`src/hw/acr_pkg.sv`:
```
package acr_pkg;

  // register bus
  localparam int ACR_ADDR_WIDTH = 8;
  localparam int ACR_DATA_WIDTH = 8;

  // register offsets
  localparam logic [7:0] ACR_OFF_RESULT_LOW  = 8'h78;
  localparam logic [7:0] ACR_OFF_RESULT_HIGH = 8'h79;
  localparam logic [7:0] ACR_OFF_CONTROL     = 8'h7a;
  localparam logic [7:0] ACR_OFF_TRIGGER     = 8'h7b;
  localparam logic [7:0] ACR_OFF_INPUT_REF   = 8'h7c;
  localparam logic [7:0] ACR_OFF_IRQ_STATUS  = 8'h7d;
  localparam logic [7:0] ACR_OFF_IRQ_MASK    = 8'h7e;

  // conversion_control_status fields
  localparam int ACR_CSR_ENABLE_BIT = 7;
  localparam int ACR_CSR_START_BIT  = 6;
  localparam int ACR_CSR_AUTO_BIT   = 5;
  localparam int ACR_CSR_DONE_BIT   = 4;
  localparam int ACR_CSR_IRQEN_BIT  = 3;
  localparam int ACR_CSR_PRESC_LSB  = 0;

  // input_reference_select fields
  localparam int ACR_INSEL_REF_LSB  = 6;
  localparam int ACR_INSEL_LADJ_BIT = 5;
  localparam int ACR_INSEL_CHAN_LSB = 0;

  // reference codes
  localparam logic [1:0] ACR_REF_EXTERNAL = 2'h0;
  localparam logic [1:0] ACR_REF_SUPPLY   = 2'h1;
  localparam logic [1:0] ACR_REF_BANDGAP  = 2'h3;

  // channel codes
  localparam logic [4:0] ACR_CHAN_BANDGAP = 5'h1e;
  localparam logic [4:0] ACR_CHAN_GROUND  = 5'h1f;

  // trigger sources
  localparam logic [2:0] ACR_TRIG_FREE_RUNNING = 3'h0;

  // conversion lengths in converter clock cycles
  localparam logic [4:0] ACR_LEN_FIRST  = 5'h19;
  localparam logic [4:0] ACR_LEN_NORMAL = 5'h0d;

  // interrupt status bits
  localparam int ACR_IRQ_WIDTH       = 3;
  localparam int ACR_IRQ_DONE_BIT    = 0;
  localparam int ACR_IRQ_ABORT_BIT   = 1;
  localparam int ACR_IRQ_OVERRUN_BIT = 2;

  // reset values
  localparam logic [7:0] ACR_RESET_BYTE = 8'h00;

  typedef enum logic {
    ACR_IDLE,
    ACR_CONVERT
  } acr_state_type;

endpackage

```
`src/hw/acr_control.sv`:
```
// The plain strobed port is this design's own decision.
`timescale 1ns/100ps

module acr_control (
  // clock and reset
  input  wire logic                                clock_in,
  input  wire logic                                rst_in,
  // register port
  input  wire logic [acr_pkg::ACR_ADDR_WIDTH-1:0]  addr_in,
  input  wire logic [acr_pkg::ACR_DATA_WIDTH-1:0]  wr_data_in,
  input  wire logic                                wr_en_in,
  input  wire logic                                rd_en_in,
  output logic      [acr_pkg::ACR_DATA_WIDTH-1:0]  rd_data_out,
  // cpu side
  input  wire logic                                global_irq_enable_in,
  input  wire logic                                vector_taken_in,
  output logic                                     conversion_irq_out,
  output logic                                     irq_out,
  // trigger events, bit 0 unused
  input  wire logic [7:0]                          trigger_events_in,
  // analog core
  input  wire logic                                core_done_in,
  input  wire logic [9:0]                          core_result_in,
  output logic                                     core_enable_out,
  output logic                                     sample_req_out,
  output logic                                     first_conversion_out,
  output logic                                     converter_tick_out,
  output logic                                     busy_out,
  output logic      [1:0]                          reference_out,
  output logic                                     ref_external_out,
  output logic                                     ref_supply_out,
  output logic                                     ref_bandgap_out,
  output logic      [4:0]                          channel_out,
  output logic                                     input_connected_out,
  output logic                                     differential_out,
  output logic      [2:0]                          positive_input_out,
  output logic      [2:0]                          negative_input_out,
  output logic                                     bandgap_input_out,
  output logic                                     ground_input_out
);
  import acr_pkg::*;

  typedef struct packed {
    acr_state_type                    state;
    logic                             enable;
    logic                             auto_trig;
    logic                             done_flag;
    logic                             irq_en;
    logic [2:0]                       presc;
    logic [2:0]                       trig_src;
    logic [1:0]                       ref_sw;
    logic                             left_adj;
    logic [4:0]                       chan_sw;
    logic [1:0]                       ref_act;
    logic [4:0]                       chan_act;
    logic                             first_pending;
    logic                             long_conv;
    logic [4:0]                       tick_count;
    logic [6:0]                       presc_cnt;
    logic                             tick;
    logic [9:0]                       result;
    logic [9:0]                       core_res;
    logic                             lock;
    logic                             trig_prev;
    logic [ACR_IRQ_WIDTH-1:0]         irq_status;
    logic [ACR_IRQ_WIDTH-1:0]         irq_mask;
    logic [7:0]                       rdata;
    logic                             sample_req;
  } acr_regs_type;

  acr_regs_type                       r;
  acr_regs_type                       next_r;

  ////////////////////////////////////////////////////////////////////////////

  // low bits of the free counter that must all be one for a tick
  function automatic logic [6:0] prescale_mask(input logic [2:0] code);
    unique case (code)
      3'h0, 3'h1: prescale_mask = 7'h01;
      3'h2:       prescale_mask = 7'h03;
      3'h3:       prescale_mask = 7'h07;
      3'h4:       prescale_mask = 7'h0f;
      3'h5:       prescale_mask = 7'h1f;
      3'h6:       prescale_mask = 7'h3f;
      3'h7:       prescale_mask = 7'h7f;
    endcase
  endfunction

  function automatic logic [7:0] present_low(input logic [9:0] res, input logic ladj);
    present_low = ladj ? {res[1:0], 6'h00} : res[7:0];
  endfunction

  function automatic logic [7:0] present_high(input logic [9:0] res, input logic ladj);
    present_high = ladj ? res[9:2] : {6'h00, res[9:8]};
  endfunction

  ////////////////////////////////////////////////////////////////////////////

  logic                               trig_sel;
  logic                               sw_start;
  logic                               complete;
  logic                               start;
  logic                               free_restart;
  logic [4:0]                         conv_len;
  logic [9:0]                         new_result;
  logic [ACR_IRQ_WIDTH-1:0]           events;

  always_comb begin
    next_r       = r;
    sw_start     = 1'b0;
    complete     = 1'b0;
    start        = 1'b0;
    events       = '0;
    next_r.sample_req = 1'b0;
    next_r.rdata      = ACR_RESET_BYTE;

    // free counter only runs while powered
    if (r.enable) begin
      next_r.presc_cnt = r.presc_cnt + 7'h01;
    end else begin
      next_r.presc_cnt = '0;
    end
    next_r.tick = r.enable &&
                  ((r.presc_cnt & prescale_mask(r.presc)) == prescale_mask(r.presc));

    // source 000 reads as low so selecting it never makes an edge
    trig_sel = (r.trig_src == ACR_TRIG_FREE_RUNNING) ? 1'b0
                                                     : trigger_events_in[r.trig_src];
    next_r.trig_prev = trig_sel;

    if (r.state == ACR_CONVERT && core_done_in) begin
      next_r.core_res = core_result_in;
    end

    // register writes
    if (wr_en_in) begin
      unique case (addr_in)
        ACR_OFF_CONTROL: begin
          next_r.enable    = wr_data_in[ACR_CSR_ENABLE_BIT];
          next_r.auto_trig = wr_data_in[ACR_CSR_AUTO_BIT];
          next_r.irq_en    = wr_data_in[ACR_CSR_IRQEN_BIT];
          next_r.presc     = wr_data_in[ACR_CSR_PRESC_LSB +: 3];
          sw_start         = wr_data_in[ACR_CSR_START_BIT];
          if (wr_data_in[ACR_CSR_DONE_BIT]) begin
            next_r.done_flag = 1'b0;
          end
        end
        ACR_OFF_TRIGGER: begin
          next_r.trig_src = wr_data_in[2:0];
        end
        ACR_OFF_INPUT_REF: begin
          next_r.ref_sw   = wr_data_in[ACR_INSEL_REF_LSB +: 2];
          next_r.left_adj = wr_data_in[ACR_INSEL_LADJ_BIT];
          next_r.chan_sw  = wr_data_in[ACR_INSEL_CHAN_LSB +: 5];
        end
        ACR_OFF_IRQ_MASK: begin
          next_r.irq_mask = wr_data_in[ACR_IRQ_WIDTH-1:0];
        end
        default: begin
        end
      endcase
    end
    if (vector_taken_in) begin
      next_r.done_flag = 1'b0;
    end

    // register reads, data one cycle later
    if (rd_en_in) begin
      unique case (addr_in)
        ACR_OFF_RESULT_LOW: begin
          next_r.rdata = present_low(r.result, r.left_adj);
          next_r.lock  = 1'b1;
        end
        ACR_OFF_RESULT_HIGH: begin
          next_r.rdata = present_high(r.result, r.left_adj);
          next_r.lock  = 1'b0;
        end
        ACR_OFF_CONTROL: begin
          next_r.rdata = {r.enable, r.state == ACR_CONVERT, r.auto_trig, r.done_flag,
                          r.irq_en, r.presc};
        end
        ACR_OFF_TRIGGER: begin
          next_r.rdata = {5'h00, r.trig_src};
        end
        ACR_OFF_INPUT_REF: begin
          next_r.rdata = {r.ref_sw, r.left_adj, r.chan_sw};
        end
        ACR_OFF_IRQ_STATUS: begin
          next_r.rdata      = {{(8-ACR_IRQ_WIDTH){1'b0}}, r.irq_status};
          next_r.irq_status = '0;
        end
        ACR_OFF_IRQ_MASK: begin
          next_r.rdata = {{(8-ACR_IRQ_WIDTH){1'b0}}, r.irq_mask};
        end
        default: begin
        end
      endcase
    end

    // power-up marks the next conversion as the long one
    if (next_r.enable && !r.enable) begin
      next_r.first_pending = 1'b1;
    end

    // running conversion
    conv_len   = r.long_conv ? ACR_LEN_FIRST : ACR_LEN_NORMAL;
    new_result = core_done_in ? core_result_in : r.core_res;
    if (r.state == ACR_CONVERT) begin
      if (!next_r.enable) begin
        next_r.state = ACR_IDLE;
        events[ACR_IRQ_ABORT_BIT] = 1'b1;
      end else if (r.tick) begin
        if (r.tick_count == conv_len - 5'h01) begin
          complete = 1'b1;
        end else begin
          next_r.tick_count = r.tick_count + 5'h01;
        end
      end
    end

    if (complete) begin
      // a frozen pair keeps the old result; the new one is lost
      if (!next_r.lock) begin
        next_r.result = new_result;
      end else begin
        events[ACR_IRQ_OVERRUN_BIT] = 1'b1;
      end
      next_r.done_flag = 1'b1;
      next_r.state     = ACR_IDLE;
      events[ACR_IRQ_DONE_BIT] = 1'b1;
    end

    // idle selections follow software at once
    if (next_r.state == ACR_IDLE) begin
      next_r.chan_act = next_r.chan_sw;
      next_r.ref_act  = next_r.ref_sw;
    end

    free_restart = complete && r.auto_trig && (r.trig_src == ACR_TRIG_FREE_RUNNING);
    start = next_r.enable && (next_r.state == ACR_IDLE) &&
            (sw_start || (r.auto_trig && trig_sel && !r.trig_prev) || free_restart);
    if (start) begin
      next_r.state         = ACR_CONVERT;
      next_r.long_conv     = next_r.first_pending;
      next_r.first_pending = 1'b0;
      next_r.tick_count    = '0;
      next_r.presc_cnt     = '0;
      next_r.tick          = 1'b0;
      next_r.sample_req    = 1'b1;
    end

    // set wins over the read clear
    next_r.irq_status = next_r.irq_status | events;
  end

  always_ff @(posedge clock_in) begin
    if (rst_in) begin
      r       <= '0;
      r.state <= ACR_IDLE;
    end else begin
      r <= next_r;
    end
  end

  ////////////////////////////////////////////////////////////////////////////

  assign rd_data_out          = r.rdata;
  assign conversion_irq_out   = r.done_flag && r.irq_en && global_irq_enable_in;
  assign irq_out              = |(r.irq_status & r.irq_mask);
  assign core_enable_out      = r.enable;
  assign sample_req_out       = r.sample_req;
  assign first_conversion_out = r.long_conv;
  assign converter_tick_out   = r.tick;
  assign busy_out             = (r.state == ACR_CONVERT);
  assign reference_out        = r.ref_act;
  assign channel_out          = r.chan_act;
  assign ref_external_out     = (r.ref_act == ACR_REF_EXTERNAL);
  assign ref_supply_out       = (r.ref_act == ACR_REF_SUPPLY);
  assign ref_bandgap_out      = (r.ref_act == ACR_REF_BANDGAP);

  // input multiplexer decode
  always_comb begin
    input_connected_out = 1'b1;
    differential_out    = 1'b0;
    positive_input_out  = r.chan_act[2:0];
    negative_input_out  = 3'h0;
    bandgap_input_out   = 1'b0;
    ground_input_out    = 1'b0;
    if (r.chan_act == ACR_CHAN_BANDGAP) begin
      bandgap_input_out = 1'b1;
    end else if (r.chan_act == ACR_CHAN_GROUND) begin
      ground_input_out = 1'b1;
    end else if (r.chan_act[4:3] == 2'h1) begin
      input_connected_out = 1'b0;
    end else if (r.chan_act[4:3] == 2'h2) begin
      differential_out   = 1'b1;
      negative_input_out = 3'h1;
    end else if (r.chan_act[4:3] == 2'h3) begin
      differential_out   = 1'b1;
      negative_input_out = 3'h2;
    end
  end

endmodule

```
`config.mk`:
```
export PLATFORM = sky130hd
export DESIGN_NAME = acr_control
export DESIGN_NICKNAME = d
export VERILOG_FILES = /design/src/hw/acr_pkg.sv /design/src/hw/acr_control.sv
export SDC_FILE = /design/constraint.sdc
export NUM_CORES = 1
export LEC_CHECK = 0
export BUFFER_PORTS_ARGS = -buffer_cell sky130_fd_sc_hd__buf_2
export CORE_MARGIN = 2
export CORE_UTILIZATION = 55
export DETAILED_ROUTE_END_ITERATION = 16
export MAX_ROUTING_LAYER = met4
export PLACE_DENSITY_LB_ADDON = 0.08
export SLEW_MARGIN = 10
export SYNTH_ARGS = -nofsm -noshare
export SYNTH_HDL_FRONTEND = slang
export SYNTH_SLANG_ARGS = --single-unit
```
`constraint.sdc`:
```
create_clock -name clock_in -period 2.2 [get_ports clock_in]
set_input_delay 0.33 -clock clock_in [delete_from_list [all_inputs] [get_ports clock_in]]
set_output_delay 0.33 -clock clock_in [all_outputs]
set_load 0.03 [all_outputs]
```
---- Word-level counts from Yosys, hierarchy flattened ----
Memory sizes are Yosys's and may differ from the RTL's. A register that Yosys moved wholly into a read port is not among the register bits.
Cells that the tools add are included.
operators by class
  add/sub/neg operators ................... 3
  magnitude comparators ................... 1
  equal/unequal tests ..................... 16
  multiplexer cells ....................... 56
  bitwise gates (word level) .............. 8
  reduce and logical (&&, ||, !) cells .... 31
operators by type and width
  cell                                                                 number
  8-bit by 7-bit == test with 1-bit output (second input constant)     7
  8-bit case mux with 7 select lines                                   1
  1-bit two-way mux                                                    34
  8-bit two-way mux                                                    3
  3-bit two-way mux                                                    7
  18-bit two-way mux                                                   1
  1-bit logical AND                                                    11
  5-bit == test (second input constant)                                2
  10-bit two-way mux                                                   1
  2-bit two-way mux                                                    5
  2-bit AND reduction                                                  5
  3-bit nonzero test                                                   3
  7-bit by 1-bit adder with 7-bit output (second input constant)       1
  7-bit AND                                                            1
  7-bit == test                                                        1
  7-bit two-way mux                                                    1
  2-bit == test (second input constant)                                3
  3-bit OR reduction                                                   2
  5-bit by 1-bit adder with 5-bit output (second input constant)       1
  5-bit == test                                                        1
  5-bit two-way mux                                                    1
  1-bit inverter                                                       5
  5-bit by 1-bit subtractor with 5-bit output (second input constant)  1
  2-bit by 1-bit == test with 1-bit output (second input constant)     2
  12 further kinds                                                     15
storage, ports and cells
  flip-flop bits (word level) ............. 78
  bits in read-only memories .............. 96
  input bits .............................. 41
  output and inout port bits .............. 35
  logic and storage cells ................. 142
  memories kept ........................... 2
memory list
  memory            depth  width  read ports  clocked after Yosys merged registers in  wr ports  RTL line           RTL
  (name not given)  8      6      1           1                                        0         acr_control.sv:78  unique case (code)
  (name not given)  8      6      1           1                                        0         acr_control.sv:78

---- Logic depth before layout (Yosys ltp) ----
Gate-level depths: netlist (run 1).
  depth in word-level cells ............... 12
  mapped depth ............................ 7
  depth with buffers taken out ............ 6

---- Least setup slack after synthesis (run 1) ----
Ideal clock, no wire load.
  path type ............................... reg-to-reg
  start ................................... register r, in the netlist first_conversion_out
  end ..................................... register r[33] (netlist bit)
  arrival time ............................ 1.825 ns
  data required time ...................... 2.129 ns
  setup slack ............................. 0.304 ns
  cell stages (with the launch flop) ...... 7
  clock period less this slack ............ 1.896 ns
  path through ............................ dfxtp_1 > and3b_1 > o2111ai_2 > o21bai_1 > buf_2 > or3_1 > a21oi_1
between the ends
  word-level cells in the longest chain between the ends .. 8
RTL lines
  item                                         RTL line            RTL
  from (decl)                                  acr_control.sv:71   acr_regs_type r;
  from (signal assigned)                       acr_control.sv:261  r <= next_r;
  5-bit two-way mux                            acr_control.sv:206  conv_len = r.long_conv ? ACR_LEN_FIRST : ACR_LEN_NORMAL;
  5-bit by 1-bit subtractor with 5-bit output  acr_control.sv:213  if (r.tick_count == conv_len - 5'h01) begin
  5-bit == test                                acr_control.sv:213
  1-bit two-way mux                            acr_control.sv:213
  1-bit two-way mux                            acr_control.sv:212  end else if (r.tick) begin
  1-bit two-way mux                            acr_control.sv:209  if (!next_r.enable) begin
  1-bit two-way mux                            acr_control.sv:208  if (r.state == ACR_CONVERT) begin
  2-bit AND reduction (no line)                n/a
No other way between the ends.
A chain may end at the register's enable or synchronous reset.

---- Final worst setup path (run 1) ----
  start ................................... register r[47] (netlist bit)
  end ..................................... register r, in the netlist reference_out[1]
between the ends
  word-level cells in the longest chain between the ends .. 6
RTL lines
  item               RTL line            RTL
  5-bit == test      acr_control.sv:213
  1-bit two-way mux  acr_control.sv:213
  1-bit two-way mux  acr_control.sv:212
  1-bit two-way mux  acr_control.sv:209
  1-bit two-way mux  acr_control.sv:208
  1-bit two-way mux  acr_control.sv:221  if (complete) begin
No other way between the ends.

==> flow_summary.ini, run 1 <==
[die]
pin_count = 76
core_area_um2 = 7180
start_util_pct = 56.1
die_area_um2 = 8020
fp.dieW_um = 89.6
rows = 31
die_y_um = 89.6

[yosys]
syn-num-nets = 494
synth_edf_count = 0
yosysSeqAreaShare_pct = 41.8
synth.distinct_cells = 59
synthArstFlopShare_pct = 0
ys_warn_count = 0
synth_top_cells_by_count = dfxtp_1 (84), nor2_1 (46), mux2i_1 (38), nand2_1 (32), a21oi_1 (30)
synth.avg_cell_area_um2 = 8.95
yosys.cell_count.top_type = dfxtp_1
synth_top_cell_by_area = dfxtp_1
synth_top_flop_cell = dfxtp_1
yosys-top-cells-area = dfxtp_1 (42%), mux2i_1 (9.4%), nor2_1 (4.3%)
syn_area_um2 = 4030
synth-seq-cells = 84
synth_cells = 450
synth_top_area_share_pct = 41.8

[power]
p_per_area_nw_per_um2 = 585
p_leak_uw = 0.00195
peakVddDrop_mv = 0.312

[routing]
drt_iter0_drc = 194
wl_per_cell_um = 14.9
drc = 0
ant_nets = 0
vias = 3397
vias_per_cell = 5.59
wl_mm = 9.08
dr.pass1.iters = 5

[clock_tree]
clock_latency_ns = 0.36
cts_htree_levels = 3
ctsHoldBuffers = 0
clk_pin_slew_ns = 0.08
cts.sinks = 84
cts_tree = built
clock_path_buffers = 2
cts_buffers = 9
cts_resized = 0
root_buffer = clkbuf_8
postCtsSetupBuffers = 0

[sta]
whs_ns = 0.212
max_freq_mhz = 526
timing.final.crit_share_pct = 86.4
rsz0062_at_grt = no
slew_viol_final = 0
finClkSkew_ns = 0.00548
slew_headroom_pct = 39.4
setup_viol_count_final = 0
final.setup.tns_ns = 0
worst_pin_slew_ns = 0.902
hold_viol_final = 0
layout_min_cycle_time_ns = 1.90

[setup_path]
crit_buf_inv = 0
crit_chain = nor3b_2, o2111ai_2, o21ai_1, nor2_1, a211oi_1
startpoint_type = flop
critical-path-top-delay-family = compound AO/OA/AOI/OAI gates
path_max_fanout = 15
max_stage_delay_ns = 0.55
slowest_stage = o21ai_1
cp-end-kind = flop
crit_type = flop to flop
arrival_ns = 2.17
cp.required_ns = 2.47

[final_layout]
final_cells = 608
nNetsFinal = 549
n_antenna_cell = 0
syn2layout_area_growth_pct = 13.3
drive_gt1_share_pct = 23.2

[status]
status = complete, no violations

[placed_design]
globalplace.congestion = 0.897
hpwl_mm = 6.61
numPortBuffers = 73
dp.cells = 593

[flow_run]
cap_violations = 0

[worst_hold_path]
hold_path.class = input pin to flop

[grt]
grt_util_all_layers_pct = 24.3
grt_pass1_wl_mm = 14.3
grt_pass1_vias = 2915
antenna_found_initial = 0
grt_max_degree = 34
grt-ovfl-total = 0
==> layout by cell type (no fill, tap or decap), types with 3 or more instances in the layout <==
cell type	n
nand4_1	6
clkbuf_8	11
a22oi_1	5
and2_1	4
a21oi_1	30
nand3_1	10
mux2i_1	38
a222oi_1	5
ha_1	3
nand3b_1	4
a22o_1	4
and3_1	8
o21ai_0	19
a21boi_1	3
buf_2	73
nor2_1	46
a221oi_1	5
xnor2_1	4
dfxtp_1	84
buf_4	16
nand2b_1	3
nand2_1	32
a211oi_1	8
or3_1	14
inv_1	17
nor2b_1	6
nor3_1	6
and3b_1	4
==> through the flow <==
stage	setup WS, ns	area (µm²)	total power [µW]	utilization, %
finish	0.300	4560	2670	63.6
global route	0.0965	4560	2750	63.6
CTS	0.289	4560	2680	63.6
detailed placement	0.0303	4390	1700	61.1
global placement	0.184	4390	1690	61.1
floorplan	0.304	4030	1630	-
==> state kept, by name (all words and copies together) (netlist names), named ones only <==
name                  count
busy_out                  1
first_conversion_out      1
sample_req_out            1
channel_out               5
core_enable_out           1
rd_data_out               8
r                        58
reference_out             2
converter_tick_out        1
==> worst paths after layout <==
check	startpoint	slack (ns)	endpoint	cells after the start
setup / recovery	r[47]	0.30	reference_out[1]	5
hold / removal	core_result_in[2]	0.21	r[19]	3
setup reg to reg	r[47]	0.30	reference_out[1]	5
hold reg to reg	r[24]	0.46	r[24]	2
==> metal layers <==
metal	vias to the layer above	global-route usage, %	routed length (µm)
li1	1695	-	-
met1	1576	34.6	4460
met2	110	34.1	3960
met3	16	3.69	492
met4	0	10.0	167
met5	-	-	0
==> final cells by class <==
type                    instances  area [µm²]
fillers                       652        2610
multi-input cells             303        2010
flip-flops and latches         84        1680
repair buffers                 90         505
clock buffers                  11         151
well taps                      99         124
inverters                      17        63.8
clock inverters                 4        25.0
==> worst reg2reg max path: stages (launching register included) <==
cell	delay [ns]
dfxtp_1	0.40
nor3b_2	0.26
o2111ai_2	0.21
o21ai_1	0.55
nor2_1	0.13
a211oi_1	0.26
==> cells by family after synthesis <==
| logic type | count (synthesis) | synth area share, % |
|---|---|---|
| simple gates | 156 | 20.3 |
| compound gates | 95 | 16.2 |
| flops | 84 | 41.8 |
| buf+inv | 63 | 8.30 |
| mux | 43 | 11.3 |
| xor+xnor | 5 | 1.09 |
| fa+ha+maj | 3 | 0.932 |
| other cells | 1 | 0.0931 |
==> where the power goes <==
| group | leakage, µW | internal, µW | switching [µW] |
|---|---|---|---|
| Clock | 0.0000872 | 461 | 544 |
| Sequential | 0.000676 | 1520 | 0.687 |
| Combinational | 0.00119 | 56.9 | 85.7 |
| Total | 0.00195 | 2040 | 630 |
(Power assumes the default switching activity.)
==> inputs of run 2 (changes only) <==
--- a/config.mk
+++ b/config.mk
@@ -11,6 +11,7 @@
 export DETAILED_ROUTE_END_ITERATION = 16
 export MAX_ROUTING_LAYER = met4
 export PLACE_DENSITY_LB_ADDON = 0.08
+export RECOVER_POWER = 50
 export SLEW_MARGIN = 10
 export SYNTH_ARGS = -nofsm -noshare
 export SYNTH_HDL_FRONTEND = slang
==> run 2 against run 1 <==
- the flow now finishes with violations (capacitance limit, slew limit)
- sequential cell count unchanged
- critical endpoint is now r[40]
- largest power group unchanged
- largest cell class unchanged
- core utilization is 0.47 points lower
- highest routed layer unchanged
- via count is essentially flat
- first-iteration DRC count is 7.7% lower
==> flow_summary.ini, run 2 (synthesized netlist as in run 1, its figures left out) <==
[status]
status = finished with violations
violations = capacitance limit, slew limit

[clock_tree]
clk_pin_slew_ns = 0.08
clock_path_buffers = 2
root_buffer = clkbuf_8
clock_latency_ns = 0.36
cts_resized = 0
cts.sinks = 84
cts_buffers = 9
postCtsSetupBuffers = 0
cts_htree_levels = 3
ctsHoldBuffers = 0
cts_tree = built

[sta]
finClkSkew_ns = 0.00520
worst_pin_slew_ns = 1.52
slew_viol_final = 34
layout_min_cycle_time_ns = 1.93
final.setup.tns_ns = 0
rsz0062_at_grt = no
worst_slack_ns = 0.271
timing.final.crit_share_pct = 87.7
setup_viol_count_final = 0
slew_headroom_pct = -1.66
whs_ns = 0.211
max_freq_mhz = 518
hold_viol_final = 0

[setup_path]
cp-end-kind = flop
crit_chain = mux2i_1, mux4_2, o221ai_4, a31oi_4, and3_1
reg2reg_from = r[67]
arrival_ns = 2.18
cp.required_ns = 2.45
startpoint_type = flop
max_stage_delay_ns = 0.54
path_max_fanout = 14
crit_type = flop to flop
startpoint = r[67]
slowest_stage = mux4_2

[routing]
drc = 0
ant_nets = 0
vias_per_cell = 5.58
drt_iter0_drc = 179
wl_per_cell_um = 14.9
vias = 3395
dr.pass1.iters = 5
wl_mm = 9.08

[power]
peakVddDrop_mv = 0.313
p_per_area_nw_per_um2 = 590
p_leak_uw = 0.00183

[placed_design]
numPortBuffers = 73
post_dp_cell_area_um2 = 4390
globalplace.congestion = 0.897
hpwl_mm = 6.61
place_ws_ns = 0.0303

[worst_hold_path]
hold_path.class = input pin to flop
worstHoldStart = core_result_in[2]

[final_layout]
n_antenna_cell = 0
fin_util_pct = 63.1
nFillCells = 659
nNetsFinal = 549
syn2layout_area_growth_pct = 12.5
drive_gt1_share_pct = 17.9
fin_area_um2 = 4530
largest_register_ffs = 58
final_common_cell = dfxtp_1
layout_common_cells = dfxtp_1 (84), nor2_1 (46), buf_2 (46)
regMostFlops = r

[grt]
grt-ovfl-total = 0
antenna_found_initial = 0
grt_util_all_layers_pct = 24.3
grt_max_degree = 34
grt_pass1_wl_mm = 14.3
grt_pass1_vias = 2915

[die]
fp.dieW_um = 89.6
die_y_um = 89.6
pin_count = 76
rows = 31
start_util_pct = 56.1
core_area_um2 = 7180
die_area_um2 = 8020

[flow_run]
cap_violations = 1
-- run 2: per-stage QoR --
stage | instances | total power (µW)
final | 608 | 2670
after global routing | 608 | 2750
after CTS | 608 | 2680
after detailed placement | 593 | 1700
after global placement | 593 | 1690
after floorplan | 450 | 1630
-- run 2: routing by layer --
| layer | routed length (µm) | track usage [%] | vias to the layer above |
|---|---|---|---|
| met5 | 0 | - | - |
| met4 | 159 | 10.0 | 0 |
| met3 | 479 | 3.69 | 14 |
| met2 | 3920 | 34.1 | 113 |
| met1 | 4530 | 34.6 | 1572 |
| li1 | - | - | 1696 |
-- run 2: worst paths after layout --
check	to	slack [ns]	cells past startpoint
hold reg to reg	r[24]	0.46	2
hold / removal	r[19]	0.21	3
setup reg to reg	r[40]	0.27	5
setup / recovery	r[40]	0.27	5
-- run 2: critical path: cells and delay by family (launching register included) --
kind,cells,cell delay (ns)
compound gates,2,0.45
mux,2,0.64
flops,1,0.44
simple gates,1,0.28
-- run 2: layout make-up --
class | instances | area, µm² | area share [%]
sequential | 84 | 1680 | 37.1
clock buffer | 11 | 151 | 3.34
multi-input combinational | 303 | 2010 | 44.4
inverter | 17 | 63.8 | 1.41
tap | 99 | 124 | 2.74
clock inverter | 4 | 25.0 | 0.553
timing repair buffer | 90 | 472 | 10.4
-- run 2: power by group --
| group | leakage [µW] | internal (µW) | total, µW | switching, µW |
|---|---|---|---|---|
| combinational | 0.00107 | 56.8 | 143 | 85.8 |
| sequential | 0.000676 | 1520 | 1520 | 0.698 |
| clock | 0.0000872 | 461 | 1010 | 546 |
| total | 0.00183 | 2040 | 2670 | 632 |
